===== config.mk =====
export PLATFORM = sky130hd
export DESIGN_NAME = uart_channel_command_clock_status
export DESIGN_NICKNAME = d
export VERILOG_FILES = /design/src/uart_channel_command_clock_status.v
export VERILOG_INCLUDE_DIRS = /design/src
export SDC_FILE = /design/constraint.sdc
export NUM_CORES = 1
export LEC_CHECK = 0
export BUFFER_PORTS_ARGS = -buffer_cell sky130_fd_sc_hd__buf_2
export CAP_MARGIN = 20
export CORE_MARGIN = 2
export CORE_UTILIZATION = 45
export CTS_BUF_LIST = sky130_fd_sc_hd__clkbuf_8
export DETAILED_ROUTE_END_ITERATION = 16
export HOLD_SLACK_MARGIN = 0.15
export PLACE_DENSITY = 0.67
export SETUP_SLACK_MARGIN = 0.4
export SYNTH_ARGS = -nofsm -noshare
export SYNTH_HDL_FRONTEND = slang
export SYNTH_SLANG_ARGS = --single-unit

===== constraint.sdc =====
create_clock -name hclk -period 6.4 [get_ports hclk]
set_clock_uncertainty 0.1 [all_clocks]
set_input_delay 0.96 -clock hclk [delete_from_list [all_inputs] [get_ports hclk]]
set_output_delay 0.96 -clock hclk [all_outputs]
set_load 0.05 [all_outputs]

===== src/uart_channel_regs.vh =====
`ifndef UART_CHANNEL_REGS_VH
`define UART_CHANNEL_REGS_VH

// byte offsets on the bus, decoded from haddr[7:0]
`define OFF_CHANNEL_COMMAND 8'h00
`define OFF_BAUD_CLOCK_SELECT 8'h04
`define OFF_CHANNEL_LINE_STATUS 8'h08
`define OFF_AUXILIARY_CONTROL 8'h0c
`define OFF_INTERRUPT_STATUS 8'h10
`define OFF_TX_DATA 8'h14
`define OFF_RX_DATA 8'h18
`define OFF_CHANNEL_MODE 8'h1c

// upper command field codes
`define CMD_MR_PTR_ONE 4'h1
`define CMD_RX_RESET 4'h2
`define CMD_TX_RESET 4'h3
`define CMD_ERR_RESET 4'h4
`define CMD_BRK_CHG_RESET 4'h5
`define CMD_RTS_ASSERT 4'h8
`define CMD_RTS_NEGATE 4'h9
`define CMD_TIMEOUT_ON 4'ha
`define CMD_MR_PTR_ZERO 4'hb
`define CMD_TIMEOUT_OFF 4'hc
`define CMD_BLOCK_ERR 4'hd

// lower command field bit positions
`define CMD_TX_DISABLE 3
`define CMD_TX_ENABLE 2
`define CMD_RX_DISABLE 1
`define CMD_RX_ENABLE 0

// clock select special codes
`define SEL_TIMER 4'hd
`define SEL_EXT16 4'he
`define SEL_EXT1 4'hf

// auxiliary control fields and register reset values
`define AUX_RATE_SET 7
`define AUX_WAKEUP 2
`define AUX_RESET 8'h03
`define CSR_RESET 8'hbb

// status bit positions
`define SR_BREAK 7
`define SR_FRAME 6
`define ISR_COUNTER_READY 3
`define ISR_BREAK_CHANGE 2

`define RX_DEPTH 8
`define MR_PTR_ONE 2'h1
`define MR_PTR_LAST 2'h2
`define CMD_SPACING_EDGES 3

// reference clock and 16x divider, rate given in tenths of baud
`define XTAL_HZ 3686400
`define BAUD_DIV(r10) ((`XTAL_HZ * 10) / (16 * (r10)))

`endif

===== src/uart_channel_command_clock_status.v =====
// Local design decisions: the placing of the registers and register access over AHB-Lite.
`timescale 1ns/1ps
`include "uart_channel_regs.vh"

// Notes on behaviour
// - code 1001 drives request-to-send high
// - timeout mode restarts timer per received char
// - timeout entry: counter mode, stop, clear ready
// - both in timeout: either receiver restarts
// - code 1011 points mode pointer at zero
// - code 1100 releases timer, no stop/clear
// - code 1101 accumulates errors on queue entry
// - block errors cleared by receiver reset or error reset
// - receiver 16x except 1111 external pin
// - transmitter 1110 pin 16x, 1111 pin 1x
// - rates derived from 3.6864 MHz reference
// - tx disable clears flags, finishes queued chars
// - no tx queue writes while disabled/pending
// - tx enable sets ready and empty flags
// - rx disable drops partial, keeps queue, status
// - wake-up mode keeps receiver running
// - rx enable forces start-bit hunt
// - all-zero char without stop flags break
// - after break, wait marking two samples
// - break start and end set change flag
// - mid-character break needs next char low
module uart_channel_command_clock_status (
    input wire hclk,
    input wire hresetn,
    input wire hsel,
    input wire [31:0] haddr,
    input wire [1:0] htrans,
    input wire hwrite,
    input wire [2:0] hsize,
    input wire [31:0] hwdata,
    input wire hready,
    output reg [31:0] hrdata,
    output wire hreadyout,
    output wire hresp,
    input wire crystal_clock_in,
    input wire rx_serial_in,
    input wire rx_ext_clock_pin,
    input wire tx_ext_clock_pin,
    output wire tx_serial_out,
    output reg request_send_out_low,
    input wire mode_reg_access,
    output reg [1:0] mode_reg_pointer,
    input wire ct_tick,
    input wire ct_ready_pulse,
    input wire partner_timeout_mode,
    input wire partner_rx_push,
    output reg timeout_mode,
    output reg ct_restart,
    output reg ct_stop,
    output reg ct_ready_clear,
    output reg rx_push,
    output reg counter_ready_flag,
    output reg break_change_flag
);
    localparam RX_IDLE = 3'd0;
    localparam RX_START = 3'd1;
    localparam RX_DATA = 3'd2;
    localparam RX_STOP = 3'd3;
    localparam RX_BREAK = 3'd4;

    reg wr_en;
    reg [7:0] wr_addr;
    reg [7:0] baud_clock_select;
    reg [7:0] auxiliary_control;
    reg block_mode;
    reg xtal_d, rx_pin_d, tx_pin_d;
    reg [12:0] rx_div_cnt, tx_div_cnt;
    reg rx_enable;
    reg [2:0] rx_state;
    reg [3:0] rx_phase;
    reg [2:0] rx_bits;
    reg [7:0] rx_shift;
    reg rx_zero, brk_high, brk_end;
    reg [7:0] rx_push_data;
    reg rx_push_fe, rx_push_brk;
    reg [9:0] rx_mem [0:`RX_DEPTH-1];
    reg [2:0] rx_wr_ptr, rx_rd_ptr;
    reg [3:0] rx_count;
    reg acc_brk, acc_fe, overrun;
    reg tx_enable, tx_pending, tx_hold_full, tx_busy;
    reg tx_ready_flag, tx_empty_flag;
    reg [7:0] tx_hold;
    reg [9:0] tx_shift;
    reg [3:0] tx_left, tx_phase;
    reg [31:0] rd_mux;

    wire [3:0] cmd = hwdata[7:4];
    wire cmd_wr = wr_en & (wr_addr == `OFF_CHANNEL_COMMAND);
    wire rd_take = hsel & htrans[1] & ~hwrite & hready;
    wire set2 = auxiliary_control[`AUX_RATE_SET];
    wire wake = auxiliary_control[`AUX_WAKEUP];
    wire [3:0] rx_code = baud_clock_select[7:4];
    wire [3:0] tx_code = baud_clock_select[3:0];
    wire xtal_edge = crystal_clock_in & ~xtal_d;
    wire rx_pin_rise = rx_ext_clock_pin & ~rx_pin_d;
    wire tx_pin_rise = tx_ext_clock_pin & ~tx_pin_d;

    assign hreadyout = 1'b1;
    assign hresp = 1'b0;

    function [31:0] rate_div;
        input [3:0] code;
        input alt;
        begin
            case (code)
                4'h0: rate_div = alt ? `BAUD_DIV(750) : `BAUD_DIV(500);
                4'h1: rate_div = `BAUD_DIV(1100);
                4'h2: rate_div = alt ? `BAUD_DIV(384000) : `BAUD_DIV(1345);
                4'h3: rate_div = alt ? `BAUD_DIV(1500) : `BAUD_DIV(2000);
                4'h4: rate_div = `BAUD_DIV(3000);
                4'h5: rate_div = `BAUD_DIV(6000);
                4'h6: rate_div = `BAUD_DIV(12000);
                4'h7: rate_div = alt ? `BAUD_DIV(20000) : `BAUD_DIV(10500);
                4'h8: rate_div = `BAUD_DIV(24000);
                4'h9: rate_div = `BAUD_DIV(48000);
                4'ha: rate_div = alt ? `BAUD_DIV(18000) : `BAUD_DIV(72000);
                4'hb: rate_div = `BAUD_DIV(96000);
                4'hc: rate_div = alt ? `BAUD_DIV(192000) : `BAUD_DIV(384000);
                default: rate_div = 32'd1;
            endcase
        end
    endfunction

    wire [31:0] rx_div = rate_div(rx_code, set2);
    wire [31:0] tx_div = rate_div(tx_code, set2);
    wire rx_brg = xtal_edge & ({19'd0, rx_div_cnt} >= rx_div - 32'd1);
    wire tx_brg = xtal_edge & ({19'd0, tx_div_cnt} >= tx_div - 32'd1);

    // external pin on 1110 and 1111; 1110 is the pin taken as 16x
    wire rx_tick = (rx_code == `SEL_TIMER) ? ct_tick :
        (rx_code == `SEL_EXT1 || rx_code == `SEL_EXT16) ? rx_pin_rise :
        rx_brg;
    wire rx_x1 = (rx_code == `SEL_EXT1);
    wire tx_tick = (tx_code == `SEL_TIMER) ? ct_tick :
        (tx_code == `SEL_EXT1 || tx_code == `SEL_EXT16) ? tx_pin_rise :
        tx_brg;
    wire tx_x1 = (tx_code == `SEL_EXT1);
    wire rx_sample = rx_tick & (rx_x1 | (rx_phase == 4'h7));
    wire tx_bit = tx_tick & (tx_x1 | (tx_phase == 4'hf));
    wire rx_on = rx_enable | wake;
    wire [2:0] rx_last = {1'b0, auxiliary_control[1:0]} + 3'd4;
    wire [2:0] len_gap = 3'd3 - {1'b0, auxiliary_control[1:0]};
    wire [7:0] len_mask = 8'hff >> len_gap;
    wire rx_pop = rd_take & (haddr[7:0] == `OFF_RX_DATA) &
        (rx_count != 4'd0);
    wire rx_full = (rx_count == `RX_DEPTH);
    wire rx_rst = cmd_wr & (cmd == `CMD_RX_RESET);
    wire tx_rst = cmd_wr & (cmd == `CMD_TX_RESET);
    wire err_rst = cmd_wr & (cmd == `CMD_ERR_RESET);
    wire tx_accept = wr_en & (wr_addr == `OFF_TX_DATA) & tx_enable &
        ~tx_pending & ~tx_hold_full;
    wire tx_load = ~tx_busy & tx_hold_full;
    wire tx_done = tx_busy & tx_bit & (tx_left == 4'd1);
    wire [9:0] rx_head = rx_mem[rx_rd_ptr];
    wire head_brk = (rx_count != 4'd0) & rx_head[9];
    wire head_fe = (rx_count != 4'd0) & rx_head[8];
    wire [7:0] line_status = {block_mode ? acc_brk : head_brk,
        block_mode ? acc_fe : head_fe, 1'b0, overrun, tx_empty_flag,
        tx_ready_flag, rx_full, rx_count != 4'd0};

    always @* begin
        rd_mux = 32'h0;
        case (haddr[7:0])
            `OFF_CHANNEL_LINE_STATUS: rd_mux = {24'h0, line_status};
            `OFF_AUXILIARY_CONTROL: rd_mux = {24'h0, auxiliary_control};
            `OFF_INTERRUPT_STATUS: rd_mux = {28'h0, counter_ready_flag,
                break_change_flag, 2'b00};
            `OFF_RX_DATA: rd_mux = {24'h0, rx_count != 4'd0 ?
                rx_head[7:0] : 8'h00};
            `OFF_CHANNEL_MODE: rd_mux = {25'h0, mode_reg_pointer,
                tx_pending, rx_enable, tx_enable, block_mode, timeout_mode};
            default: rd_mux = 32'h0;
        endcase
    end

    always @(posedge hclk or negedge hresetn) begin
        if (!hresetn) begin
            wr_en <= 1'b0;
            wr_addr <= 8'h00;
            hrdata <= 32'h0;
            baud_clock_select <= `CSR_RESET;
            auxiliary_control <= `AUX_RESET;
        end else begin
            if (hready) begin
                wr_en <= hsel & htrans[1] & hwrite;
                wr_addr <= haddr[7:0];
            end
            if (rd_take) begin
                hrdata <= rd_mux;
            end
            if (wr_en && wr_addr == `OFF_BAUD_CLOCK_SELECT) begin
                baud_clock_select <= hwdata[7:0];
            end
            if (wr_en && wr_addr == `OFF_AUXILIARY_CONTROL) begin
                auxiliary_control <= hwdata[7:0];
            end
        end
    end

    always @(posedge hclk or negedge hresetn) begin
        if (!hresetn) begin
            xtal_d <= 1'b0;
            rx_pin_d <= 1'b0;
            tx_pin_d <= 1'b0;
            rx_div_cnt <= 13'd0;
            tx_div_cnt <= 13'd0;
        end else begin
            xtal_d <= crystal_clock_in;
            rx_pin_d <= rx_ext_clock_pin;
            tx_pin_d <= tx_ext_clock_pin;
            if (xtal_edge) begin
                rx_div_cnt <= rx_brg ? 13'd0 : rx_div_cnt + 13'd1;
                tx_div_cnt <= tx_brg ? 13'd0 : tx_div_cnt + 13'd1;
            end
        end
    end

    always @(posedge hclk or negedge hresetn) begin
        if (!hresetn) begin
            request_send_out_low <= 1'b1;
            mode_reg_pointer <= 2'h0;
            timeout_mode <= 1'b0;
            block_mode <= 1'b0;
            ct_restart <= 1'b0;
            ct_stop <= 1'b0;
            ct_ready_clear <= 1'b0;
            counter_ready_flag <= 1'b0;
            break_change_flag <= 1'b0;
        end else begin
            ct_stop <= cmd_wr & (cmd == `CMD_TIMEOUT_ON);
            ct_ready_clear <= cmd_wr & (cmd == `CMD_TIMEOUT_ON);
            ct_restart <= timeout_mode & (rx_push |
                (partner_timeout_mode & partner_rx_push));
            if (cmd_wr && cmd == `CMD_RTS_ASSERT) begin
                request_send_out_low <= 1'b0;
            end else if (cmd_wr && cmd == `CMD_RTS_NEGATE) begin
                request_send_out_low <= 1'b1;
            end
            if (cmd_wr && cmd == `CMD_MR_PTR_ZERO) begin
                mode_reg_pointer <= 2'h0;
            end else if (cmd_wr && cmd == `CMD_MR_PTR_ONE) begin
                mode_reg_pointer <= `MR_PTR_ONE;
            end else if (mode_reg_access &&
                         mode_reg_pointer != `MR_PTR_LAST) begin
                mode_reg_pointer <= mode_reg_pointer + 2'h1;
            end
            if (cmd_wr && cmd == `CMD_TIMEOUT_ON) begin
                timeout_mode <= 1'b1;
            end else if (cmd_wr && cmd == `CMD_TIMEOUT_OFF) begin
                timeout_mode <= 1'b0;
            end
            if (rx_rst) begin
                block_mode <= 1'b0;
            end else if (cmd_wr && cmd == `CMD_BLOCK_ERR) begin
                block_mode <= 1'b1;
            end
            // a new event beats a clear in the same cycle
            if (ct_ready_pulse) begin
                counter_ready_flag <= 1'b1;
            end else if (cmd_wr && cmd == `CMD_TIMEOUT_ON) begin
                counter_ready_flag <= 1'b0;
            end
            if ((rx_push & rx_push_brk) | brk_end) begin
                break_change_flag <= 1'b1;
            end else if (cmd_wr && cmd == `CMD_BRK_CHG_RESET) begin
                break_change_flag <= 1'b0;
            end
        end
    end

    always @(posedge hclk or negedge hresetn) begin
        if (!hresetn) begin
            rx_enable <= 1'b0;
            rx_state <= RX_IDLE;
            rx_phase <= 4'h0;
            rx_bits <= 3'd0;
            rx_shift <= 8'h00;
            rx_zero <= 1'b0;
            brk_high <= 1'b0;
            brk_end <= 1'b0;
            rx_push <= 1'b0;
            rx_push_data <= 8'h00;
            rx_push_fe <= 1'b0;
            rx_push_brk <= 1'b0;
        end else begin
            rx_push <= 1'b0;
            brk_end <= 1'b0;
            if (rx_tick) begin
                rx_phase <= rx_phase + 4'h1;
            end
            if (rx_rst) begin
                rx_enable <= 1'b0;
                rx_state <= RX_IDLE;
            end else if (cmd_wr && hwdata[`CMD_RX_DISABLE]) begin
                rx_enable <= 1'b0;
                if (!wake) begin
                    rx_state <= RX_IDLE;
                end
            end else if (cmd_wr && hwdata[`CMD_RX_ENABLE]) begin
                rx_enable <= 1'b1;
                if (!wake) begin
                    rx_state <= RX_IDLE;
                end
            end else if (rx_on) begin
                case (rx_state)
                    RX_IDLE: begin
                        if (rx_tick && !rx_serial_in) begin
                            rx_phase <= 4'h0;
                            rx_bits <= 3'd0;
                            rx_zero <= 1'b1;
                            rx_state <= rx_x1 ? RX_DATA : RX_START;
                        end
                    end
                    RX_START: begin
                        if (rx_sample) begin
                            rx_state <= rx_serial_in ? RX_IDLE : RX_DATA;
                        end
                    end
                    RX_DATA: begin
                        if (rx_sample) begin
                            rx_shift <= {rx_serial_in, rx_shift[7:1]};
                            rx_zero <= rx_zero & ~rx_serial_in;
                            rx_bits <= rx_bits + 3'd1;
                            if (rx_bits == rx_last) begin
                                rx_state <= RX_STOP;
                            end
                        end
                    end
                    RX_STOP: begin
                        if (rx_sample) begin
                            rx_push <= 1'b1;
                            rx_push_data <= rx_shift >> len_gap;
                            rx_push_fe <= ~rx_serial_in;
                            // a break that starts mid-character only
                            // shows once a whole later character is zero
                            rx_push_brk <= ~rx_serial_in & rx_zero;
                            brk_high <= 1'b0;
                            rx_state <= (~rx_serial_in & rx_zero) ?
                                RX_BREAK : RX_IDLE;
                        end
                    end
                    RX_BREAK: begin
                        if (rx_sample) begin
                            brk_high <= rx_serial_in;
                            if (rx_serial_in && brk_high) begin
                                brk_end <= 1'b1;
                                rx_state <= RX_IDLE;
                            end
                        end
                    end
                    default: rx_state <= RX_IDLE;
                endcase
            end
        end
    end

    always @(posedge hclk or negedge hresetn) begin
        if (!hresetn) begin
            rx_wr_ptr <= 3'd0;
            rx_rd_ptr <= 3'd0;
            rx_count <= 4'd0;
            acc_brk <= 1'b0;
            acc_fe <= 1'b0;
            overrun <= 1'b0;
        end else if (rx_rst) begin
            rx_wr_ptr <= 3'd0;
            rx_rd_ptr <= 3'd0;
            rx_count <= 4'd0;
            acc_brk <= 1'b0;
            acc_fe <= 1'b0;
            overrun <= 1'b0;
        end else begin
            if (rx_push && !rx_full) begin
                rx_wr_ptr <= rx_wr_ptr + 3'd1;
            end
            if (rx_pop) begin
                rx_rd_ptr <= rx_rd_ptr + 3'd1;
            end
            if ((rx_push && !rx_full) && !rx_pop) begin
                rx_count <= rx_count + 4'd1;
            end else if (!(rx_push && !rx_full) && rx_pop) begin
                rx_count <= rx_count - 4'd1;
            end
            // set on entry beats the error reset command
            if (rx_push && !rx_full && block_mode) begin
                acc_brk <= acc_brk | rx_push_brk;
                acc_fe <= acc_fe | rx_push_fe;
            end else if (err_rst) begin
                acc_brk <= 1'b0;
                acc_fe <= 1'b0;
            end
            if (rx_push && rx_full) begin
                overrun <= 1'b1;
            end else if (err_rst) begin
                overrun <= 1'b0;
            end
        end
    end

    always @(posedge hclk) begin
        if (rx_push && !rx_full) begin
            rx_mem[rx_wr_ptr] <= {rx_push_brk, rx_push_fe, rx_push_data};
        end
    end

    assign tx_serial_out = tx_shift[0];

    always @(posedge hclk or negedge hresetn) begin
        if (!hresetn) begin
            tx_enable <= 1'b0;
            tx_pending <= 1'b0;
            tx_hold_full <= 1'b0;
            tx_hold <= 8'h00;
            tx_busy <= 1'b0;
            tx_shift <= 10'h3ff;
            tx_left <= 4'd0;
            tx_phase <= 4'h0;
            tx_ready_flag <= 1'b0;
            tx_empty_flag <= 1'b0;
        end else if (tx_rst) begin
            tx_enable <= 1'b0;
            tx_pending <= 1'b0;
            tx_hold_full <= 1'b0;
            tx_busy <= 1'b0;
            tx_shift <= 10'h3ff;
            tx_ready_flag <= 1'b0;
            tx_empty_flag <= 1'b0;
        end else begin
            if (tx_tick) begin
                tx_phase <= tx_phase + 4'h1;
            end
            if (tx_accept) begin
                tx_hold <= hwdata[7:0];
                tx_hold_full <= 1'b1;
                tx_ready_flag <= 1'b0;
                tx_empty_flag <= 1'b0;
            end else if (tx_load) begin
                tx_hold_full <= 1'b0;
                tx_busy <= 1'b1;
                tx_phase <= 4'h0;
                tx_left <= {2'b00, auxiliary_control[1:0]} + 4'd7;
                tx_shift <= {1'b1, tx_hold | ~len_mask, 1'b0};
                tx_ready_flag <= tx_enable & ~tx_pending;
            end else if (tx_bit && tx_busy) begin
                tx_shift <= {1'b1, tx_shift[9:1]};
                tx_left <= tx_left - 4'd1;
                if (tx_done) begin
                    tx_busy <= 1'b0;
                    tx_empty_flag <= tx_enable & ~tx_pending;
                    if (tx_pending) begin
                        tx_enable <= 1'b0;
                        tx_pending <= 1'b0;
                    end
                end
            end
            if (cmd_wr && hwdata[`CMD_TX_DISABLE]) begin
                tx_ready_flag <= 1'b0;
                tx_empty_flag <= 1'b0;
                if (tx_busy || tx_hold_full) begin
                    tx_pending <= tx_enable;
                end else begin
                    tx_enable <= 1'b0;
                end
            end else if (cmd_wr && hwdata[`CMD_TX_ENABLE]) begin
                tx_enable <= 1'b1;
                tx_pending <= 1'b0;
                tx_ready_flag <= 1'b1;
                tx_empty_flag <= 1'b1;
            end
        end
    end
endmodule // uart_channel_command_clock_status


== Word level (Yosys, flattened, before mapping) ==
Memories as Yosys holds them, arrays and structs flattened.
Cells that the tools add are included.

* Flip-flop bits (word level): 173
* Memory bits (writable): 80
* Bits of input ports: 83
* Memories kept: 1

* $add $sub $neg: 16
* Magnitude comparators: 2
* Equality and inequality tests: 72
* Shift-type cells: 2
* Muxes and demuxes: 141
* Bitwise operators: 54
* Reduce and logical (&&, ||, !) cells: 67

{| class="wikitable"
|+ Memory list
! memory !! words !! bits a word !! rd ports !! clocked after memory_dff !! write ports !! line !! text
|-
| rx_mem || 8 || 10 || 1 || 0 || 1 || uart_channel_command_clock_status.v:81 || <nowiki>reg [9:0] rx_mem [0:`RX_DEPTH-1];</nowiki>
|}

{| class="wikitable"
|+ Operators with widths
! cell !! number
|-
| one-hot mux 13 bit (13 select lines) || 2
|-
| == test 4 bit, second input constant || 24
|-
| 2-to-1 mux 1 bit || 82
|-
| >= comparator 13 x 32 -> 1 bit || 2
|-
| 2-to-1 mux 4 bit || 16
|-
| subtractor 32 x 1 -> 32 bit, second input constant || 2
|-
| 2-to-1 mux 3 bit || 19
|-
| 2-to-1 mux 10 bit || 5
|-
| == test 4 x 3 -> 1 bit, second input constant || 11
|-
| one-hot mux 8 bit (5 select lines) || 1
|-
| 2-to-1 mux 13 bit || 3
|-
| != test 5 bit, second input constant || 7
|-
| bitwise AND 1 bit || 32
|-
| == test 8 x 5 -> 1 bit, second input constant || 4
|-
| adder 13 x 1 -> 13 bit, second input constant || 2
|-
| == test 4 x 2 -> 1 bit, second input constant || 6
|-
| == test 8 x 4 -> 1 bit, second input constant || 3
|-
| 2-to-1 mux 8 bit || 3
|-
| nonzero test 3 bit || 8
|-
| logical AND 1 bit || 23
|-
| nonzero test 2 bit || 10
|-
| == test 4 x 1 -> 1 bit, second input constant || 4
|-
| one-hot mux 3 bit (5 select lines) || 1
|-
| nonzero test 5 bit || 3
|-
| 35 further kinds || 81
|}

== Longest topological paths before layout ==
* Depth in word-level cells: 17
* Gate-level depth with buffers: 24

== Worst setup path after synthesis ==
Ideal clock, no wire load.

* Kind: flip-flop to flip-flop
* From: register baud_clock_select[7]
* To: register rx_state[0]
* Data arrival time: 4.419 ns
* Data required time: 6.233 ns
* Slack: 1.814 ns
* Cell stages (with the launch flop): 22
* Buffers on the path: 3
* Cells stage by stage: dfstp_2 clkbuf_1 clkbuf_1 buf_1 o21ai_0 nand2_1 a22oi_1 ha_1 and3_1 o21ai_0 nand2_1 a22oi_1 o221ai_1 ha_1 and4_1 a2bb2oi_1 a2111oi_0 o21bai_1 a221oi_1 nor2_1 o22ai_1 a32o_1

* Word-level cells in the longest chain between the ends: 10

{| class="wikitable"
|+ Ends and longest elaborated chain
! item !! line !! text
|-
| start, declared || uart_channel_command_clock_status.v:68 || <nowiki>reg [7:0] baud_clock_select;</nowiki>
|-
| start signal, assigned || uart_channel_command_clock_status.v:186 || <nowiki>baud_clock_select <= `CSR_RESET;</nowiki>
|-
| start signal, assigned || uart_channel_command_clock_status.v:197 || <nowiki>baud_clock_select <= hwdata[7:0];</nowiki>
|-
| == test 4 bit (tied with other cells) || uart_channel_command_clock_status.v:110 || <nowiki>case (code)</nowiki>
|-
| one-hot mux 13 bit (13 select lines) || uart_channel_command_clock_status.v:110 ||
|-
| subtractor 32 x 1 -> 32 bit || uart_channel_command_clock_status.v:131 || <nowiki>wire rx_brg = xtal_edge & ({19'd0, rx_div_cnt} >= rx_div - 32'd1);</nowiki>
|-
| >= comparator 13 x 32 -> 1 bit || uart_channel_command_clock_status.v:131 ||
|-
| bitwise AND 1 bit || uart_channel_command_clock_status.v:131 ||
|-
| 2-to-1 mux 1 bit || uart_channel_command_clock_status.v:136 || <nowiki>(rx_code == `SEL_EXT1 || rx_code == `SEL_EXT16) ? rx_pin_rise :</nowiki>
|-
| 2-to-1 mux 1 bit || uart_channel_command_clock_status.v:135 || <nowiki>wire rx_tick = (rx_code == `SEL_TIMER) ? ct_tick :</nowiki>
|-
| bitwise AND 1 bit or logical AND 1 bit (tied branches) || uart_channel_command_clock_status.v:143, uart_channel_command_clock_status.v:312 ||
|-
| != test 5 bit (no source line) || - ||
|-
| AND reduction 8 bit (no source line) || - ||
|-
| end signal, assigned || uart_channel_command_clock_status.v:316 || <nowiki>rx_state <= rx_x1 ? RX_DATA : RX_START;</nowiki>
|-
| end signal, assigned || uart_channel_command_clock_status.v:321 || <nowiki>rx_state <= rx_serial_in ? RX_IDLE : RX_DATA;</nowiki>
|-
| end signal, assigned || uart_channel_command_clock_status.v:343 || <nowiki>rx_state <= (~rx_serial_in & rx_zero) ?</nowiki>
|-
| end, declared || uart_channel_command_clock_status.v:74 || <nowiki>reg [2:0] rx_state;</nowiki>
|}

Several ways; a longest one is shown, not always the timed one. The select of a mux whose other input is x is not followed.
A chain may end at the register's enable or synchronous reset.

== Worst setup path in the final report ==
* From: register baud_clock_select[5]
* To: register rx_state[0]

The elaborated chain is that of the path after synthesis.

==> flow_summary.toml <==
[placement]
io_buffer_count = 49
dp_hpwl_microns = 18300
gp_congestion = 0.841

[global_routing]
grtUsageTotal = 0.191
grt_pass1_wl_microns = 44300
grt_pass1_vias = 8545
antenna_found_initial = 2
gr-total-overflow = 0
grt_max_degree = 87

[synthesis]
avgSynthCellArea_sq_um = 10.7
synth.area.top_cells = "dfrtp_1, edfxtp_1, mux2_2"
yosysMostFrequentCell = "dfrtp_1"
yosys.area.top_type_share = 0.263
synth-warning-count = 0
synth_compound_area_frac = 0.129
yosysTopAreaCell = "dfrtp_1"
synthTopCellsByCount = "dfrtp_1, nand2_1, nor2_1"
synth_edf_count = 80
ys.flop_type = "dfrtp_1"
synth.area.mux_share = 0.0957
synth-xor-area-share = 0.0255
synth-simple-area-share = 0.158
synthAdderAreaFrac = 0.0478
yosys_register_bits = 228
yosysSeqAreaShare = 0.496
syn-cell-area_sq_um = 12300
synth_top_family_by_area = "simple AND/OR/NAND/NOR gates"
netlist_instances = 1155
synthArstFlopShare = 0.649
yosysUniqueCellTypes = 87

[route]
drt-total-wl_microns = 26600
drc = 0
avgViaCountPerCell = 5.64
routedWlPerCell_microns = 17.0
vias = 8839
dr.first_iter.drc_count = 570
dr.pass1.iters = 5
ant_nets = 0

[power]
peakVddDrop_mv = 0.103
p_per_area_nw_per_um2 = 278
seq_power_share = 0.489
p_sw_mw = 1.16
p_int_mw = 2.60
swShare = 0.308
power_frac_clock = 0.334
p_leak_nw = 5.84
pwr-share-comb = 0.177

[cells_and_area]
fillers = 2399
multi_input_area_sq_um = 5740
fin_nets = 1323
num_antenna_cells = 0
post-route-util = 0.502
register_area_sq_um = 6130
syn_to_final_growth_pct = 9.54
layout-drive-gt1-share = 0.185

[die]
die_area_sq_um = 28800
rows = 60
start_util = 0.458
die_h_microns = 170
die_width_microns = 170
core-area_sq_um = 27000
io_pins = 128

[timing]
rsz0062_at_grt = "no"
period_needed_ns = 5.09
tightest_slew_ns = 1.12
setup_viol = 0
slew_violations = 0
tns_ns = 0
fmax_ghz = 0.196
slew_headroom = 0.254
fin_crit_sh = 0.795
hold_violations = 0

[critical_path]
endpoint_kind = "flop"
worstSetupPathType = "reg -> reg"
worstPathRequired_ns = 6.77
critPathLaunchType = "flop"
cp_max_fo = 27
arrival_ns = 5.46

[outcome]
outcome = "finished, final reports clean"

[clock_tree]
clock_latency_ns = 0.55
path_clk_slew_ns = 0.06
ctsResizeCount = 0
clock-sinks = 228
clockBufferDepth = 3
cts-root-buf = "clkbuf_8"
cts_tree = "built"
cts_buffers = 39
h-tree-depth = 2
post_cts_buffers = 0
ctsHoldBuffers = 0

[hold_path]
hold_path_class = "reg -> reg"

[flow_run]
maxCapViolCount = 0
==> power by group through the flow <==
stage / Clock (mW) / Combinational, mW / Sequential (mW)
after global routing: 1.35 / 0.762 / 1.86
after CTS: 1.29 / 0.670 / 1.84
after detailed placement: 0 / 0.665 / 1.86
after floorplan: 0 / 0.520 / 1.84
after global placement: 0 / 0.646 / 1.85
final: 1.26 / 0.664 / 1.84
==> state kept, by name (all words and copies together) (netlist names), 2 cells and up <==
signal             flops
tx_hold                8
rx_state               3
baud_clock_select      8
mode_reg_pointer       2
tx_phase               4
rx_bits                3
rx_phase               4
tx_shift               9
rx_shift               8
rx_push_data           8
rx_wr_ptr              3
rx_count               4
rx_rd_ptr              3
auxiliary_control      8
rx_mem                80
hrdata                 8
rx_div_cnt            13
wr_addr                8
tx_left                4
tx_div_cnt            13
==> cells in the final DEF, fill, tap and decap left out, types with 18 or more instances in the layout <==
cell	instances
a21oi_1	56
buf_2	48
clkbuf_8	43
conb_1	26
dfrtp_1	130
dfstp_2	18
edfxtp_1	80
ha_1	44
inv_1	53
mux2_2	52
mux4_2	20
nand2_1	123
nand3_1	28
nor2_1	96
nor3_1	24
o21ai_0	68
xnor2_1	18
xor2_1	18
==> layer usage <==
layer,track usage,wire [microns],up-vias
li1,-,-,4279
met1,0.264,12400,4303
met2,0.306,12300,201
met3,0.0364,1210,52
met4,0.0572,687,4
met5,0,27,-
==> through the flow <==
step,area [sq um],std cells,hold WS (ns),power [mW],worst slack (ns)
4_1_cts,13500,1565,0.354,3.80,1.35
3_3_place_gp,12800,1493,0.327,2.50,1.36
6_report,13500,1567,0.349,3.76,1.31
3_5_place_dp,12800,1493,0.333,2.53,1.38
5_1_grt,13500,1567,0.369,3.98,0.773
2_1_floorplan,12400,1179,0.323,2.36,1.81
==> area by class of cell <==
type	count	share of cell area
clock inverters	29	0.0117
multi-input cells	831	0.424
inverters	31	0.00860
clock buffers	43	0.0438
flip-flops and latches	228	0.453
well taps	341	0.0315
repair buffers	64	0.0269
==> final timing paths <==
kind                                                        from                            end  slack (ns)  cells past startpoint
worst max-delay path            baud_clock_select[5]$_DFFE_PN1P_        rx_state[0]$_DFFE_PN0P_        1.31                     19
worst min-delay path                           brk_end$_DFF_PN0_  break_change_flag$_DFFE_PN0P_        0.35                      1
worst max register to register  baud_clock_select[5]$_DFFE_PN1P_        rx_state[0]$_DFFE_PN0P_        1.31                     19
worst min register to register                 brk_end$_DFF_PN0_  break_change_flag$_DFFE_PN0P_        0.35                      1
max in group asynchronous                                hresetn        rx_shift[2]$_DFFE_PN0P_        4.48                      2
min in group asynchronous                                hresetn         tx_hold[2]$_DFFE_PN0P_        0.39                      1
==> critical path: stages (launching register included) <==
cell and delay [ns]:
dfstp_2 0.80, nor2b_1 0.26, nand2_1 0.07, a211oi_1 0.32, a21oi_1 0.08, ha_1 0.30
and3_1 0.19, o21ai_0 0.13, nand2_1 0.07, a22oi_1 0.13, o221ai_1 0.16, ha_1 0.31
and4_1 0.22, a2bb2oi_1 0.14, a2111oi_0 0.56, o21bai_1 0.19, a221oi_1 0.50, nor2_1 0.08
o22ai_1 0.25, a32o_1 0.16
==> logic make-up (layout without fill, tap and decap cells) <==
kind of cell	after synthesis	after routing
buffers and inverters	120	167
adder cells (fa/ha/maj)	47	47
multiplexers	86	86
AO/OA/AOI/OAI	246	246
other	2	26
flip-flops	228	228
XOR/XNOR	36	36
AND/OR/NAND/NOR	390	390
No activity file was read; power rests on OpenSTA's default activity.
